$ cat src/common/fpdi_defs.svh
`ifndef FPDI_DEFS_SVH
`define FPDI_DEFS_SVH

`define FPDI_REC_BYTES      3'd5
`define FPDI_STAT_BYTE      3'd4
`define FPDI_C1_SAP         8'h33
`define FPDI_C2_SAP0        8'h00
`define FPDI_C2_SAP1        8'h01
`define FPDI_C2_SAPS        2
`define FPDI_NV_WRITES      32'd106
`define FPDI_NV_WORDS       16
`define FPDI_NV_AW          4
`define FPDI_NV_WRITE_NS    2000
`define FPDI_CLK_NS         40
`define FPDI_NV_WRITE_CYC   ((`FPDI_NV_WRITE_NS + `FPDI_CLK_NS - 1) / `FPDI_CLK_NS)
`define FPDI_BLINK_CYC      24'hBEBC20
`define FPDI_COMM_TO_CYC    24'h2625A0
`define FPDI_FLT_BIAS       8'h7F
`define FPDI_SEL_PRIMARY    2'h0
`define FPDI_SEL_SENSOR     2'h1
`define FPDI_SEL_REFERENCE  2'h2

`endif

$ cat src/common/fpdi_pkg.sv
package fpdi_pkg;
    // single precision: sign, 8-bit biased exponent, 23-bit fraction
    typedef struct packed {
        logic        sign;
        logic [7:0]  exponent;
        logic [22:0] fraction;
    } fpdi_float_t;

    typedef struct packed {
        fpdi_float_t value;
        logic [7:0]  status;
    } fpdi_rec_t;

    typedef enum logic [1:0] {
        FPDI_OP_READ  = 2'h1,
        FPDI_OP_WRITE = 2'h2
    } fpdi_op_t;

    typedef enum logic [3:0] {
        FPDI_ST_IDLE = 4'b0001,
        FPDI_ST_NVWR = 4'b0010,
        FPDI_ST_RESP = 4'b0100,
        FPDI_ST_HOLD = 4'b1000
    } fpdi_state_t;
endpackage

$ cat src/common/fpdi_if.sv
`timescale 1ns/10ps
interface fpdi_if;
    // cyclic exchange, byte serial: index 0..4, byte 4 is status
    logic        cyc_in_req;
    logic [2:0]  cyc_in_idx;
    logic [7:0]  cyc_in_data;
    logic        cyc_out_vld;
    logic [2:0]  cyc_out_idx;
    logic [7:0]  cyc_out_data;
    // acyclic service
    logic        acy_req;
    logic        acy_ack;
    logic [7:0]  acy_sap;
    logic [6:0]  acy_addr;
    logic [7:0]  acy_slot;
    logic [7:0]  acy_index;
    logic [7:0]  acy_len;
    logic        acy_write;
    logic [31:0] acy_wdata;
    logic [31:0] acy_rdata;
    logic        acy_err;

    modport dev (
        input  cyc_in_req, cyc_in_idx, cyc_out_vld, cyc_out_idx,
        input  cyc_out_data, acy_req, acy_sap, acy_addr, acy_slot,
        input  acy_index, acy_len, acy_write, acy_wdata,
        output cyc_in_data, acy_ack, acy_rdata, acy_err
    );
    modport mst (
        output cyc_in_req, cyc_in_idx, cyc_out_vld, cyc_out_idx,
        output cyc_out_data, acy_req, acy_sap, acy_addr, acy_slot,
        output acy_index, acy_len, acy_write, acy_wdata,
        input  cyc_in_data, acy_ack, acy_rdata, acy_err
    );
endinterface

$ cat src/design/fpdi_device.sv
// Operation
// - five-byte input: float bytes 0-3, status 4
// - source_select picks primary, sensor or reference
// - accept written display value and status
// - display value never feeds measurement path
// - flash comm indicator while link active
// - values sent in configured unit_setting units
// - acyclic service never stalls cyclic exchange
// - exactly two class 2 access points
// - class 2 write: address, slot, index, length, data
// - acknowledge write only after completion
// - class 1 channel opens on access point 0x33
// - acyclic writes stored in limited non-volatile memory
// - master avoids rewriting parameters each cycle
// - master enables only processed cyclic blocks
// - master swaps float bytes if order differs
// - single precision float, exponent bias 127
`timescale 1ns/10ps
`include "fpdi_defs.svh"
module fpdi_device (
    input  wire logic                 clk_i,
    input  wire logic                 rst_i,
    fpdi_if.dev                       bus,
    input  wire logic [1:0]           source_select_i,
    input  wire fpdi_pkg::fpdi_float_t primary_i,
    input  wire fpdi_pkg::fpdi_float_t sensor_i,
    input  wire fpdi_pkg::fpdi_float_t reference_i,
    input  wire logic [7:0]           meas_status_i,
    input  wire logic                 sample_stb_i,
    input  wire logic [7:0]           unit_setting_i,
    output logic [31:0]               disp_value_o,
    output logic [7:0]                disp_status_o,
    output logic                      comm_led_o,
    output logic [7:0]                unit_o,
    output logic                      nv_wr_o,
    output logic [3:0]                nv_addr_o,
    output logic [31:0]               nv_data_o,
    output logic [31:0]               nv_count_o,
    output logic                      nv_worn_o
);
    import fpdi_pkg::*;

    fpdi_rec_t   in_rec_ff;
    logic [31:0] disp_shadow_ff;
    logic [31:0] disp_value_ff;
    logic [7:0]  disp_status_ff;
    logic [23:0] blink_ff;
    logic [23:0] idle_ff;
    logic        led_ff;
    fpdi_state_t state_ff;
    logic [15:0] wait_ff;
    logic [31:0] nv_count_ff;
    logic [31:0] rdata_ff;
    logic        err_ff;
    logic [31:0] nv_mem [`FPDI_NV_WORDS];
    logic        nv_wr_ff;

    localparam logic [15:0] NV_CYC = 16'(`FPDI_NV_WRITE_CYC);

    // selected source value
    wire fpdi_float_t sel_value =
        (source_select_i == `FPDI_SEL_SENSOR)    ? sensor_i :
        (source_select_i == `FPDI_SEL_REFERENCE) ? reference_i :
        primary_i;

    wire [39:0] rec_bits = in_rec_ff;
    wire [2:0]  rd_idx   = bus.cyc_in_idx;
    // byte 0 is the float msb so the sign leads
    assign bus.cyc_in_data = (rd_idx == `FPDI_STAT_BYTE) ? in_rec_ff.status :
                             (rd_idx < `FPDI_STAT_BYTE)
                             ? rec_bits[39 - 8*rd_idx -: 8]
                             : 8'h00;

    // sap decode: class 1 channel or either class 2 point
    wire sap_c1 = (bus.acy_sap == `FPDI_C1_SAP);
    wire sap_c2 = (bus.acy_sap == `FPDI_C2_SAP0) ||
                  (bus.acy_sap == `FPDI_C2_SAP1);
    wire sap_ok = sap_c1 || sap_c2;
    wire [3:0] nv_idx = bus.acy_index[3:0];
    wire idx_ok = (bus.acy_index < 8'(`FPDI_NV_WORDS)) &&
                  (bus.acy_len != 8'h00) && (bus.acy_len <= 8'h04);
    wire take   = (state_ff == FPDI_ST_IDLE) && bus.acy_req;
    wire good   = sap_ok && idx_ok;
    wire nv_end = (state_ff == FPDI_ST_NVWR) && (wait_ff == 16'h0001);

    // sample capture; write of record is atomic
    always_ff @(posedge clk_i) begin
        if (rst_i) begin
            in_rec_ff <= '0;
        end else if (sample_stb_i) begin
            in_rec_ff <= {sel_value, meas_status_i};
        end
    end

    // display value: staged in a shadow, committed with status byte
    always_ff @(posedge clk_i) begin
        if (rst_i) begin
            disp_shadow_ff <= '0;
            disp_value_ff  <= '0;
            disp_status_ff <= '0;
        end else if (bus.cyc_out_vld) begin
            if (bus.cyc_out_idx == `FPDI_STAT_BYTE) begin
                disp_value_ff  <= disp_shadow_ff;
                disp_status_ff <= bus.cyc_out_data;
            end else if (bus.cyc_out_idx < `FPDI_STAT_BYTE) begin
                disp_shadow_ff[31 - 8*bus.cyc_out_idx -: 8] <=
                    bus.cyc_out_data;
            end
        end
    end

    // activity: any cyclic traffic rearms a timeout
    wire cyc_act = bus.cyc_in_req || bus.cyc_out_vld;
    always_ff @(posedge clk_i) begin
        if (rst_i) begin
            idle_ff  <= '0;
            blink_ff <= '0;
            led_ff   <= 1'b0;
        end else begin
            idle_ff <= cyc_act ? `FPDI_COMM_TO_CYC :
                       (idle_ff != 24'h0) ? idle_ff - 24'h1 : 24'h0;
            if (idle_ff == 24'h0) begin
                blink_ff <= '0;
                led_ff   <= 1'b0;
            end else if (blink_ff == `FPDI_BLINK_CYC) begin
                blink_ff <= '0;
                led_ff   <= ~led_ff;
            end else begin
                blink_ff <= blink_ff + 24'h1;
            end
        end
    end

    // acyclic service runs beside, never touching the cyclic path
    always_ff @(posedge clk_i) begin
        if (rst_i) begin
            state_ff    <= FPDI_ST_IDLE;
            wait_ff     <= '0;
            nv_count_ff <= '0;
            rdata_ff    <= '0;
            err_ff      <= 1'b0;
            nv_wr_ff    <= 1'b0;
        end else begin
            nv_wr_ff <= 1'b0;
            case (state_ff)
                FPDI_ST_IDLE: begin
                    if (take) begin
                        err_ff <= ~good;
                        if (good && bus.acy_write) begin
                            state_ff <= FPDI_ST_NVWR;
                            wait_ff  <= NV_CYC;
                            nv_wr_ff <= 1'b1;
                        end else begin
                            rdata_ff <= good ? nv_mem[nv_idx] : '0;
                            state_ff <= FPDI_ST_RESP;
                        end
                    end
                end
                FPDI_ST_NVWR: begin
                    wait_ff <= wait_ff - 16'h1;
                    if (nv_end) begin
                        state_ff    <= FPDI_ST_RESP;
                        nv_count_ff <= nv_count_ff + 32'h1;
                    end
                end
                FPDI_ST_RESP: state_ff <= FPDI_ST_HOLD;
                FPDI_ST_HOLD: begin
                    if (!bus.acy_req) begin
                        state_ff <= FPDI_ST_IDLE;
                    end
                end
                default: state_ff <= FPDI_ST_IDLE;
            endcase
        end
    end

    // parameter store, written once per accepted write
    always_ff @(posedge clk_i) begin
        if (take && good && bus.acy_write) begin
            nv_mem[nv_idx] <= bus.acy_wdata;
        end
    end

    logic [3:0]  nv_addr_ff;
    logic [31:0] nv_data_ff;
    always_ff @(posedge clk_i) begin
        if (rst_i) begin
            nv_addr_ff <= '0;
            nv_data_ff <= '0;
        end else if (take && good && bus.acy_write) begin
            nv_addr_ff <= nv_idx;
            nv_data_ff <= bus.acy_wdata;
        end
    end

    assign bus.acy_ack   = (state_ff == FPDI_ST_RESP);
    assign bus.acy_rdata = rdata_ff;
    assign bus.acy_err   = err_ff;
    // display value is exported only, no path back to measurement
    assign disp_value_o  = disp_value_ff;
    assign disp_status_o = disp_status_ff;
    assign comm_led_o    = led_ff;
    assign unit_o        = unit_setting_i;
    assign nv_wr_o       = nv_wr_ff;
    assign nv_addr_o     = nv_addr_ff;
    assign nv_data_o     = nv_data_ff;
    assign nv_count_o    = nv_count_ff;
    // endurance budget: flag once the rated count is reached
    assign nv_worn_o     = (nv_count_ff >= `FPDI_NV_WRITES);
endmodule

$ cat src/flat_wrapper.sv
// flat-port wrapper written by rule: the top's interface ports become plain ports
module fpdi_device_flat import fpdi_pkg::*;
  (clk_i, rst_i, source_select_i, primary_i, sensor_i, reference_i, meas_status_i, sample_stb_i, unit_setting_i, disp_value_o, disp_status_o, comm_led_o, unit_o, nv_wr_o, nv_addr_o, nv_data_o, nv_count_o, nv_worn_o, bus_cyc_in_req, bus_cyc_in_idx, bus_cyc_out_vld, bus_cyc_out_idx, bus_cyc_out_data, bus_acy_req, bus_acy_sap, bus_acy_addr, bus_acy_slot, bus_acy_index, bus_acy_len, bus_acy_write, bus_acy_wdata, bus_cyc_in_data, bus_acy_ack, bus_acy_rdata, bus_acy_err);
  fpdi_if bus_i ();
  input  wire logic clk_i;
  input  wire logic rst_i;
  input  wire logic [1:0] source_select_i;
  input  wire fpdi_pkg::fpdi_float_t primary_i;
  input  wire fpdi_pkg::fpdi_float_t sensor_i;
  input  wire fpdi_pkg::fpdi_float_t reference_i;
  input  wire logic [7:0] meas_status_i;
  input  wire logic sample_stb_i;
  input  wire logic [7:0] unit_setting_i;
  output logic [31:0] disp_value_o;
  output logic [7:0] disp_status_o;
  output logic comm_led_o;
  output logic [7:0] unit_o;
  output logic nv_wr_o;
  output logic [3:0] nv_addr_o;
  output logic [31:0] nv_data_o;
  output logic [31:0] nv_count_o;
  output logic nv_worn_o;
  input wire logic [$bits(bus_i.cyc_in_req)-1:0] bus_cyc_in_req;
  input wire logic [$bits(bus_i.cyc_in_idx)-1:0] bus_cyc_in_idx;
  input wire logic [$bits(bus_i.cyc_out_vld)-1:0] bus_cyc_out_vld;
  input wire logic [$bits(bus_i.cyc_out_idx)-1:0] bus_cyc_out_idx;
  input wire logic [$bits(bus_i.cyc_out_data)-1:0] bus_cyc_out_data;
  input wire logic [$bits(bus_i.acy_req)-1:0] bus_acy_req;
  input wire logic [$bits(bus_i.acy_sap)-1:0] bus_acy_sap;
  input wire logic [$bits(bus_i.acy_addr)-1:0] bus_acy_addr;
  input wire logic [$bits(bus_i.acy_slot)-1:0] bus_acy_slot;
  input wire logic [$bits(bus_i.acy_index)-1:0] bus_acy_index;
  input wire logic [$bits(bus_i.acy_len)-1:0] bus_acy_len;
  input wire logic [$bits(bus_i.acy_write)-1:0] bus_acy_write;
  input wire logic [$bits(bus_i.acy_wdata)-1:0] bus_acy_wdata;
  output wire logic [$bits(bus_i.cyc_in_data)-1:0] bus_cyc_in_data;
  output wire logic [$bits(bus_i.acy_ack)-1:0] bus_acy_ack;
  output wire logic [$bits(bus_i.acy_rdata)-1:0] bus_acy_rdata;
  output wire logic [$bits(bus_i.acy_err)-1:0] bus_acy_err;
  assign bus_i.cyc_in_req = bus_cyc_in_req;
  assign bus_i.cyc_in_idx = bus_cyc_in_idx;
  assign bus_i.cyc_out_vld = bus_cyc_out_vld;
  assign bus_i.cyc_out_idx = bus_cyc_out_idx;
  assign bus_i.cyc_out_data = bus_cyc_out_data;
  assign bus_i.acy_req = bus_acy_req;
  assign bus_i.acy_sap = bus_acy_sap;
  assign bus_i.acy_addr = bus_acy_addr;
  assign bus_i.acy_slot = bus_acy_slot;
  assign bus_i.acy_index = bus_acy_index;
  assign bus_i.acy_len = bus_acy_len;
  assign bus_i.acy_write = bus_acy_write;
  assign bus_i.acy_wdata = bus_acy_wdata;
  assign bus_cyc_in_data = bus_i.cyc_in_data;
  assign bus_acy_ack = bus_i.acy_ack;
  assign bus_acy_rdata = bus_i.acy_rdata;
  assign bus_acy_err = bus_i.acy_err;
  fpdi_device u_core (.clk_i(clk_i), .rst_i(rst_i), .bus(bus_i), .source_select_i(source_select_i), .primary_i(primary_i), .sensor_i(sensor_i), .reference_i(reference_i), .meas_status_i(meas_status_i), .sample_stb_i(sample_stb_i), .unit_setting_i(unit_setting_i), .disp_value_o(disp_value_o), .disp_status_o(disp_status_o), .comm_led_o(comm_led_o), .unit_o(unit_o), .nv_wr_o(nv_wr_o), .nv_addr_o(nv_addr_o), .nv_data_o(nv_data_o), .nv_count_o(nv_count_o), .nv_worn_o(nv_worn_o));
endmodule
$ cat config.mk
export PLATFORM = sky130hd
export DESIGN_NAME = fpdi_device_flat
export DESIGN_NICKNAME = d
export VERILOG_FILES = /design/src/common/fpdi_pkg.sv /design/src/common/fpdi_if.sv /design/src/design/fpdi_device.sv /design/src/flat_wrapper.sv
export VERILOG_INCLUDE_DIRS = /design/src /design/src/common
export SDC_FILE = /design/constraint.sdc
export NUM_CORES = 1
export LEC_CHECK = 0
export ABC_AREA = 1
export BUFFER_PORTS_ARGS = -buffer_cell sky130_fd_sc_hd__buf_2
export CAP_MARGIN = 5
export CORE_ASPECT_RATIO = 2
export CORE_UTILIZATION = 30
export DETAILED_ROUTE_END_ITERATION = 7
export GPL_TIMING_DRIVEN = 0
export PLACE_DENSITY_LB_ADDON = 0.12
export SYNTH_ARGS = -nofsm -noshare
export SYNTH_HDL_FRONTEND = slang
export SYNTH_SLANG_ARGS = --single-unit
$ cat constraint.sdc
create_clock -name clk_i -period 4.6 [get_ports clk_i]
set_input_delay 0.92 -clock clk_i [delete_from_list [all_inputs] [get_ports clk_i]]
set_output_delay 0.92 -clock clk_i [all_outputs]
set_load 0.005 [all_outputs]
## Word-level counts from Yosys, hierarchy flattened

Memories as Yosys holds them, arrays and structs flattened.
Cells that the tools add are included.

| cells by class | value |
|---|---|
| add/sub/neg operators | 7 |
| magnitude comparators | 5 |
| equal/unequal tests | 16 |
| shift-type cells | 3 |
| muxes and demuxes | 19 |
| bitwise logic cells | 7 |
| reductions and logical operators | 27 |

Operator list:

| operator | count |
|---|---|
| 2-to-1 mux 32 bit | 3 |
| indexed part select 47 x 33 -> 8 bit | 1 |
| 2-to-1 mux 22 bit | 2 |
| variable shift 8 x 34 -> 39 bit (first input constant) | 1 |
| indexed part select 8 x 34 -> 39 bit | 1 |
| negator 32 -> 34 bit | 1 |
| adder 32 x 1 -> 32 bit (second input constant) | 1 |
| bitwise mux 32 bit | 1 |
| >= comparator 32 x 7 -> 1 bit (second input constant) | 1 |
| 2-to-1 mux 16 bit | 2 |
| case mux 16 bit (2 select lines) | 1 |
| adder 24 x 1 -> 24 bit (second input constant) | 1 |
| equality test 24 bit (second input constant) | 1 |
| logical NOT 24 bit | 1 |
| nonzero test 24 bit | 1 |
| subtractor 24 x 1 -> 24 bit (second input constant) | 1 |
| equality test 16 x 1 -> 1 bit (second input constant) | 1 |
| 2-to-1 mux 8 bit | 2 |
| case mux 4 bit (4 select lines) | 1 |
| subtractor 16 x 1 -> 16 bit (second input constant) | 1 |
| 2-to-1 mux 4 bit | 3 |
| AND reduction 3 bit | 4 |
| OR reduction 3 bit | 3 |
| equality test 8 x 1 -> 1 bit (second input constant) | 1 |
| 25 further kinds | 48 |

| storage, ports and cells | value |
|---|---|
| flip-flop bits (word level) | 283 |
| bits in writable memories | 512 |
| output and inout bits | 161 |
| word-level logic and storage cells | 104 |
| memories | 1 |

Memories:

| name | words | bits a word | rd ports | clocked after Yosys merged registers in | write ports | line | source |
|---|---|---|---|---|---|---|---|
| u_core.nv_mem | 16 | 32 | 1 | 0 | 1 | fpdi_device.sv:55 | `` logic [31:0] nv_mem [`FPDI_NV_WORDS]; `` |

## Longest topological paths before layout

Gate-level depths: netlist (run 1).

| logic depth | value |
|---|---|
| depth after elaboration | 8 |
| mapped depth | 15 |
| depth with buffers taken out | 12 |

## Least setup slack after synthesis (run 1)

Ideal clock, no wire load.

| timing | value |
|---|---|
| path kind | input to register |
| start point | input port bus_acy_index[7] |
| end point | memory u_core.nv_mem[13][0] (enable) |
| library setup time | 421 ps |
| data arrival time | 3151 ps |
| data required time | 4179 ps |
| path slack | 1028 ps |
| stages | 9 |
| path buffers | 0 |
| cell sequence | nor2_1 > nand2_1 > nor2_1 > nand2_1 > nor2_1 > nand4_1 > inv_1 > nand3_1 > nor2_1 |

| on the way | value |
|---|---|
| word-level cells in the longest chain between the ends | 8 |

RTL lines:

| item | line | source |
|---|---|---|
| start, declared | flat_wrapper.sv:32 | `input wire logic [$bits(bus_i.acy_index)-1:0] bus_acy_index;` |
| less-than comparator 8 x 5 -> 1 bit | fpdi_device.sv:80 | `` wire idx_ok = (bus.acy_index < 8'(`FPDI_NV_WORDS)) && `` |
| logical AND 1 bit (2 in a row) | fpdi_device.sv:80 |  |
| logical AND 1 bit | fpdi_device.sv:83 | `wire good = sap_ok && idx_ok;` |
| logical AND 1 bit (2 in a row) | fpdi_device.sv:179 | `if (take && good && bus.acy_write) begin` |
| 2-to-1 mux 1 bit | fpdi_device.sv:179 |  |
| 2-to-1 mux 1 bit (implied by the code) | fpdi_device.sv:180 | `nv_mem[nv_idx] <= bus.acy_wdata;` |
| end, declared | fpdi_device.sv:55 |  |

Every way passes these cells.

## Final worst setup path (run 1)

| timing | value |
|---|---|
| start point | input port bus_cyc_in_idx[0] |
| end point | output port bus_cyc_in_data[1] |

| on the way | value |
|---|---|
| word-level cells in the longest chain between the ends | 4 |

RTL lines:

| item | line | source |
|---|---|---|
| start, declared | flat_wrapper.sv:24 | `input wire logic [$bits(bus_i.cyc_in_idx)-1:0] bus_cyc_in_idx;` |
| subtractor 6 x 6 -> 7 bit | fpdi_device.sv:71 | `? rec_bits[39 - 8*rd_idx -: 8]` |
| indexed part select 47 x 33 -> 8 bit | fpdi_device.sv:71 |  |
| 2-to-1 mux 8 bit | fpdi_device.sv:70 | `` (rd_idx < `FPDI_STAT_BYTE) `` |
| 2-to-1 mux 8 bit (*) | fpdi_device.sv:69 | `` assign bus.cyc_in_data = (rd_idx == `FPDI_STAT_BYTE) ? in_rec_ff.status : `` |
| end, declared | flat_wrapper.sv:36 | `output wire logic [$bits(bus_i.cyc_in_data)-1:0] bus_cyc_in_data;` |

Every way passes the cells marked *; elsewhere a longest branch is shown, timed or not.

==> out/metrics.csv, run 1 <==
stage,metric,value,unit
drt,drc,0,
power_and_ir_drop,p_per_area,369,mW/mm^2
worst_setup_path,endpoint_kind,output port,
clock_tree,cts.sinks,795,
clock_tree,cts_buffer_depth,3,
clock_tree,post-cts-setup-buffers,0,
synthesis,yosys_warnings,0,
synthesis,synthCells,4339,
worst_setup_path,setup.worst_path.end,bus_cyc_in_data[1],
cells_and_area,final_cell_mix,"1435 x nand2_1, 684 x inv_1, 557 x nor2_1",
flow_run,maxCapViolCount,0,
cells_and_area,syn_to_final_growth,18.7,%
worst_setup_path,reg2reg_from,u_core.state_ff[3],
drt,via_count,28600,
sta,period_share,90.2,%
drt,drt_wl_total,123000,um
drt,ant_nets,0,
sta,final_hold_viol_count,0,
grt,antenna_found_initial,10,
grt,busiest_layer,met2,
hold_path,min_path_type,reg -> reg,
synthesis,synth.top_cell.area_share,42.9,%
worst_setup_path,cp_max_fo,10,
grt,grt_start_max_net_pins,24,
grt,grt_remaining_overflow,0,
sta,worst_slew_pin_slew,1220,ps
clock_tree,clock-root-buffer,clkbuf_16,
clock_tree,holdBufCountCts,0,
worst_setup_path,cp.arrival,3230,ps
drt,routedWlPerCell,19.3,um
grt,grtUsageMet1,20.2,%
sta,period_needed,4150,ps
cells_and_area,final_cells,6388,
synthesis,yosysUniqueCellTypes,37,
die,core_area,0.119,sq mm
sta,fmax,241,MHz
grt,grt_pass1_vias,28400,
synthesis,synthesis.nets,4555,
place,numPortBuffers,340,
clock_tree,ctsResizeCount,0,
synthesis,syn_area,0.0359,sq mm
worst_setup_path,rr_endpoint,u_core.nv_mem[13][5],
drt,viasPerCell,4.47,
power_and_ir_drop,p_leak,19.4,nW
synthesis,yosysTopAreaCell,edfxtp_1,
grt,track_usage,20.5,%
clock_tree,cts_made_buffers,80,
place,gp_congestion,0.856,
worst_setup_path,r2r_slack,1140,ps
clock_tree,cts_max_level,3,
worst_setup_path,reg2reg_depth,8,
worst_setup_path,crit_required,3680,ps
cells_and_area,nets,4994,
die,die-width,246,um
grt,grt_pass1_wl,181000,um
synthesis,syn_area_per_cell,8.27,sq um
cells_and_area,drive_gt1_share,12.7,%
sta,rsz0062_at_grt,false,
sta,hold_ws,452,ps
die,start_util,30.2,%
grt,met3_usage,3.70,%
drt,drtIter0Drc,1422,
synthesis,synth_area_leaders,"edfxtp_1 43%, dfxtp_1 16%, nand2_1 15%, inv_1 7.2%, nor2_1 6.0%",
sta,setup_viol,0,
worst_setup_path,setup.worst_path.class,in -> out,
sta,slew_violations,0,
drt,first_pass_iters,5,
die,io-pin-count,367,
die,die-area,0.121,sq mm
cells_and_area,final_common_cell,nand2_1,
die,num_rows,179,
clock_tree,tritoncts,yes,
clock_tree,insertion_delay,680,ps
place,dp.cells,6234,
power_and_ir_drop,irDropWorstVdd,0.281,mV
grt,met2_usage,40.8,%
clock_tree,clkTransAtPathRegs,60,ps
synthesis,synth_seq_cells,795,
synthesis,ys_seq_area_share,58.7,%
sta,fin_skew,32.4,ps
worst_setup_path,startpoint,bus_cyc_in_idx[0],
worst_setup_path,cp-start-kind,primary input,
sta,max-slew-margin-rel,18.3,%
status,status,"finished, final reports clean",
place,hpwl,92700,um
die,fp.dieH,491,um
## cell usage after synthesis, drive strengths merged
master  count
nand4      23
o221ai      1
inv       692
o21ai     240
nor2      583
nor3       29
nand2    1439
ha         10
nand3      98
o211ai     33
buf       100
nand3b      4
dfxtp     283
o31ai       1
xor2       19
nor3b       1
a21oi     127
nor4        6
o21bai      2
a31oi      36
clkinv      1
clkbuf     81
o311ai      1
xnor2       9
edfxtp    512
or2         8
## worst min-delay path by stage
stage | startpoint | to | slack (ps) | cells after the start
floorplan | u_core.idle_ff[0] | u_core.idle_ff[0] | 410 | 1
global placement | u_core.idle_ff[0] | u_core.idle_ff[0] | 430 | 1
detailed placement | u_core.idle_ff[0] | u_core.idle_ff[0] | 440 | 1
CTS | u_core.idle_ff[0] | u_core.idle_ff[0] | 450 | 1
global route | u_core.idle_ff[0] | u_core.idle_ff[0] | 470 | 1
finish | u_core.idle_ff[0] | u_core.idle_ff[0] | 450 | 1
## per-layer routing
layer	vias to the layer above	share of wire (%)
met5	-	0.018
met4	4	3.6
met3	171	4.8
met2	645	56
met1	13300	35
li1	14400	-
## metrics by stage
| step | total power [mW] | setup slack (ps) | utilization (%) | instance area [sq um] | TNS [ps] |
|---|---|---|---|---|---|
| final | 15.7 | 449 | 35.9 | 42600 | 0 |
| after global routing | 16.3 | 92.3 | 35.9 | 42600 | 0 |
| after floorplan | 8.57 | 1030 | - | 35900 | 0 |
| after detailed placement | 9.22 | 263 | 33.7 | 40000 | 0 |
| after CTS | 15.9 | 484 | 35.8 | 42600 | 0 |
| after global placement | 9.21 | -2130 | 33.3 | 39500 | -907090 |
## flip-flops by register name, indices dropped and copies added (netlist names)
name	flops
u_core.disp_value_o	32
u_core.nv_mem	512
u_core.disp_status_o	8
u_core.wait_ff	16
u_core.blink_ff	24
u_core.nv_count_o	32
u_core.comm_led_o	1
u_core.nv_data_o	32
u_core.in_rec_ff	40
u_core.nv_addr_o	4
u_core.disp_shadow_ff	32
u_core.nv_wr_o	1
u_core.bus.acy_rdata	32
u_core.bus.acy_err	1
u_core.state_ff	4
u_core.idle_ff	24
## logic make-up (layout without fill, tap and decap cells)
| family | count (synthesis) | after routing | share of synthesized area [%] |
|---|---|---|---|
| other | 0 | 7 | 0 |
| AOI/OAI and AO/OA | 441 | 441 | 6.55 |
| and+or+nand+nor | 2191 | 2191 | 23.9 |
| DFF | 795 | 795 | 58.7 |
| xor gates and xnor gates | 28 | 28 | 0.684 |
| adders and majority gates | 10 | 10 | 0.349 |
| buffers and inverters | 874 | 1378 | 9.80 |
## power breakdown
group | leakage (nW) | internal [mW] | switching (mW) | total, mW
combinational | 11.2 | 0.379 | 0.887 | 1.27
clock | 1.28 | 3.75 | 2.93 | 6.67
sequential | 6.90 | 7.70 | 0.0684 | 7.76
## final cells by class
type / instances / area [sq um]
antenna: 7 / 17.5
buffer: 181 / 915
clock buffer: 109 / 2230
clock inverter: 38 / 355
fill: 12500 / 76100
inverter: 693 / 2600
multi-input combinational: 2670 / 11400
sequential: 795 / 21000
tap: 1538 / 1920
timing repair buffer: 357 / 2060
## critical path, stage by stage
cell	delay (ps)
buf_2	150
inv_2	110
clkbuf_1	320
ha_1	300
buf_2	160
clkbuf_1	200
nor2_1	480
nand3_1	130
o21ai_0	150
nand2_1	70
o21ai_0	90
buf_2	160
No activity file was read; power rests on OpenSTA's default activity.
==> run 2, diff against run 1 <==
- CTS_BUF_LIST: unset -> sky130_fd_sc_hd__clkbuf_16
==> out/metrics.csv, run 2 (synthesis results as in run 1) <==
stage,metric,value,unit,change
clock_tree,cts.sinks,795,,unchanged
sta,fin_ws,458,ps,+9.40 ps
cells_and_area,drive_gt1_share,12.6,%,-0.14 points
sta,max-slew-margin-rel,19.1,%,+0.78 points
clock_tree,ctsResizeCount,0,,unchanged
drt,drc,0,,unchanged
cells_and_area,fin_area,0.0425,sq mm,-0.19%
sta,final_hold_viol_count,0,,unchanged
drt,viasPerCell,4.48,,+0.18%
sta,slew_violations,0,,unchanged
grt,track_usage,20.5,%,about the same
sta,hold_ws,451,ps,-0.311 ps
place,numPortBuffers,340,,unchanged
drt,first_pass_iters,5,,unchanged
grt,grt_pass1_wl,181000,um,about the same
power_and_ir_drop,p_per_area,365,mW/mm^2,-0.94%
die,core_area,0.119,sq mm,unchanged
clock_tree,tritoncts,yes,,
drt,drt_wl_total,124000,um,about the same
cells_and_area,final_cells,6387,,-0.016%
grt,grt_pass1_vias,28400,,+0.035%
worst_setup_path,cp-start-kind,primary input,,
power_and_ir_drop,p_leak,19.4,nW,+0.22%
die,die-width,246,um,unchanged
grt,grt_start_max_net_pins,24,,unchanged
worst_setup_path,setup.worst_path.class,in -> out,,
sta,period_needed,4140,ps,-9.40 ps
clock_tree,post-cts-setup-buffers,0,,unchanged
place,gp_congestion,0.856,,unchanged
die,fp.dieH,491,um,unchanged
drt,routedWlPerCell,19.3,um,about the same
clock_tree,insertion_delay,670,ps,about the same
drt,via_count,28600,,+0.16%
place,placed_area,0.0400,sq mm,unchanged
clock_tree,clkTransAtPathRegs,60,ps,about the same
clock_tree,holdBufCountCts,0,,unchanged
die,start_util,30.2,%,unchanged
cells_and_area,nets,4994,,unchanged
power_and_ir_drop,irDropWorstVdd,0.278,mV,-0.99%
grt,antenna_found_initial,10,,unchanged
worst_setup_path,endpoint_kind,output port,,
cells_and_area,largest_reg_flops,512,,unchanged
grt,grt_remaining_overflow,0,,unchanged
cells_and_area,syn_to_final_growth,18.5,%,
sta,fin_setup_tns,0,ps,unchanged
place,dpl_worst_slack,263,ps,unchanged
cells_and_area,largestRegisters,"u_core.nv_mem x512, u_core.in_rec_ff x40",,
status,status,"finished, final reports clean",,
cells_and_area,fin_util,35.8,%,-0.067 points
worst_setup_path,cp_max_fo,10,,unchanged
die,io-pin-count,367,,unchanged
sta,worst_slew_pin_slew,1210,ps,-11.7 ps
flow_run,maxCapViolCount,0,,unchanged
clock_tree,cts_made_buffers,80,,unchanged
clock_tree,cts_buffer_depth,3,,unchanged
clock_tree,cts_max_level,3,,unchanged
die,die-area,0.121,sq mm,unchanged
sta,fmax,241,MHz,+0.23%
place,dp.cells,6234,,unchanged
drt,ant_nets,0,,unchanged
clock_tree,clock-root-buffer,clkbuf_16,,
sta,fin_skew,31.8,ps,-0.642 ps
sta,rsz0062_at_grt,false,,
die,num_rows,179,,unchanged
worst_setup_path,cp.arrival,3220,ps,about the same
power_and_ir_drop,power,15.5,mW,-1.1%
drt,drtIter0Drc,1490,,+4.8%
cells_and_area,final_common_cell,nand2_1,,
cells_and_area,top_register,u_core.nv_mem,,
sta,setup_viol,0,,unchanged
hold_path,min_path_type,reg -> reg,,
worst_setup_path,crit_required,3680,ps,about the same
sta,period_share,90.0,%,-0.20 points
place,hpwl,92700,um,unchanged
cells_and_area,final_cell_mix,"1435 x nand2_1, 704 x inv_1, 557 x nor2_1",,
[run 2: power by group]
group	total, mW	switching (mW)	internal (mW)
logic	1.27	0.889	0.379
clock network	6.49	2.92	3.57
registers	7.77	0.0689	7.70
[run 2: layout make-up]
| type | instances | area (sq um) |
|---|---|---|
| clock buffer | 82 | 2050 |
| buffer | 181 | 915 |
| antenna | 6 | 15.0 |
| timing repair buffer | 357 | 2060 |
| multi-input combinational | 2670 | 11400 |
| inverter | 693 | 2600 |
| sequential | 795 | 21000 |
| tap | 1538 | 1920 |
| fill | 12500 | 76200 |
| clock inverter | 65 | 457 |
[run 2: metal layers]
metal / GRT usage [%] / part of all wire (%)
met3: 3.71 / 4.9
met1: 20.2 / 35
met2: 40.8 / 56
met5: 0 / 0.018
met4: 8.13 / 3.6
[run 2: path summary, 6_finish.rpt]
| check | start | end | slack, ps | cells past startpoint |
|---|---|---|---|---|
| max reg2reg | u_core.state_ff[3] | u_core.nv_mem[13][5] | 1170 | 8 |
| min | u_core.idle_ff[0] | u_core.idle_ff[0] | 450 | 1 |
| max | bus_cyc_in_idx[0] | bus_cyc_in_data[2] | 460 | 12 |
| min reg2reg | u_core.idle_ff[0] | u_core.idle_ff[0] | 450 | 1 |
[run 2: critical path, cell delays in order]
cell	delay, ps
buf_2	150
inv_2	110
clkbuf_1	320
ha_1	300
buf_2	160
clkbuf_1	190
nor2_1	480
nand3_1	120
o21ai_0	130
nand2_1	70
o21ai_0	100
buf_2	170
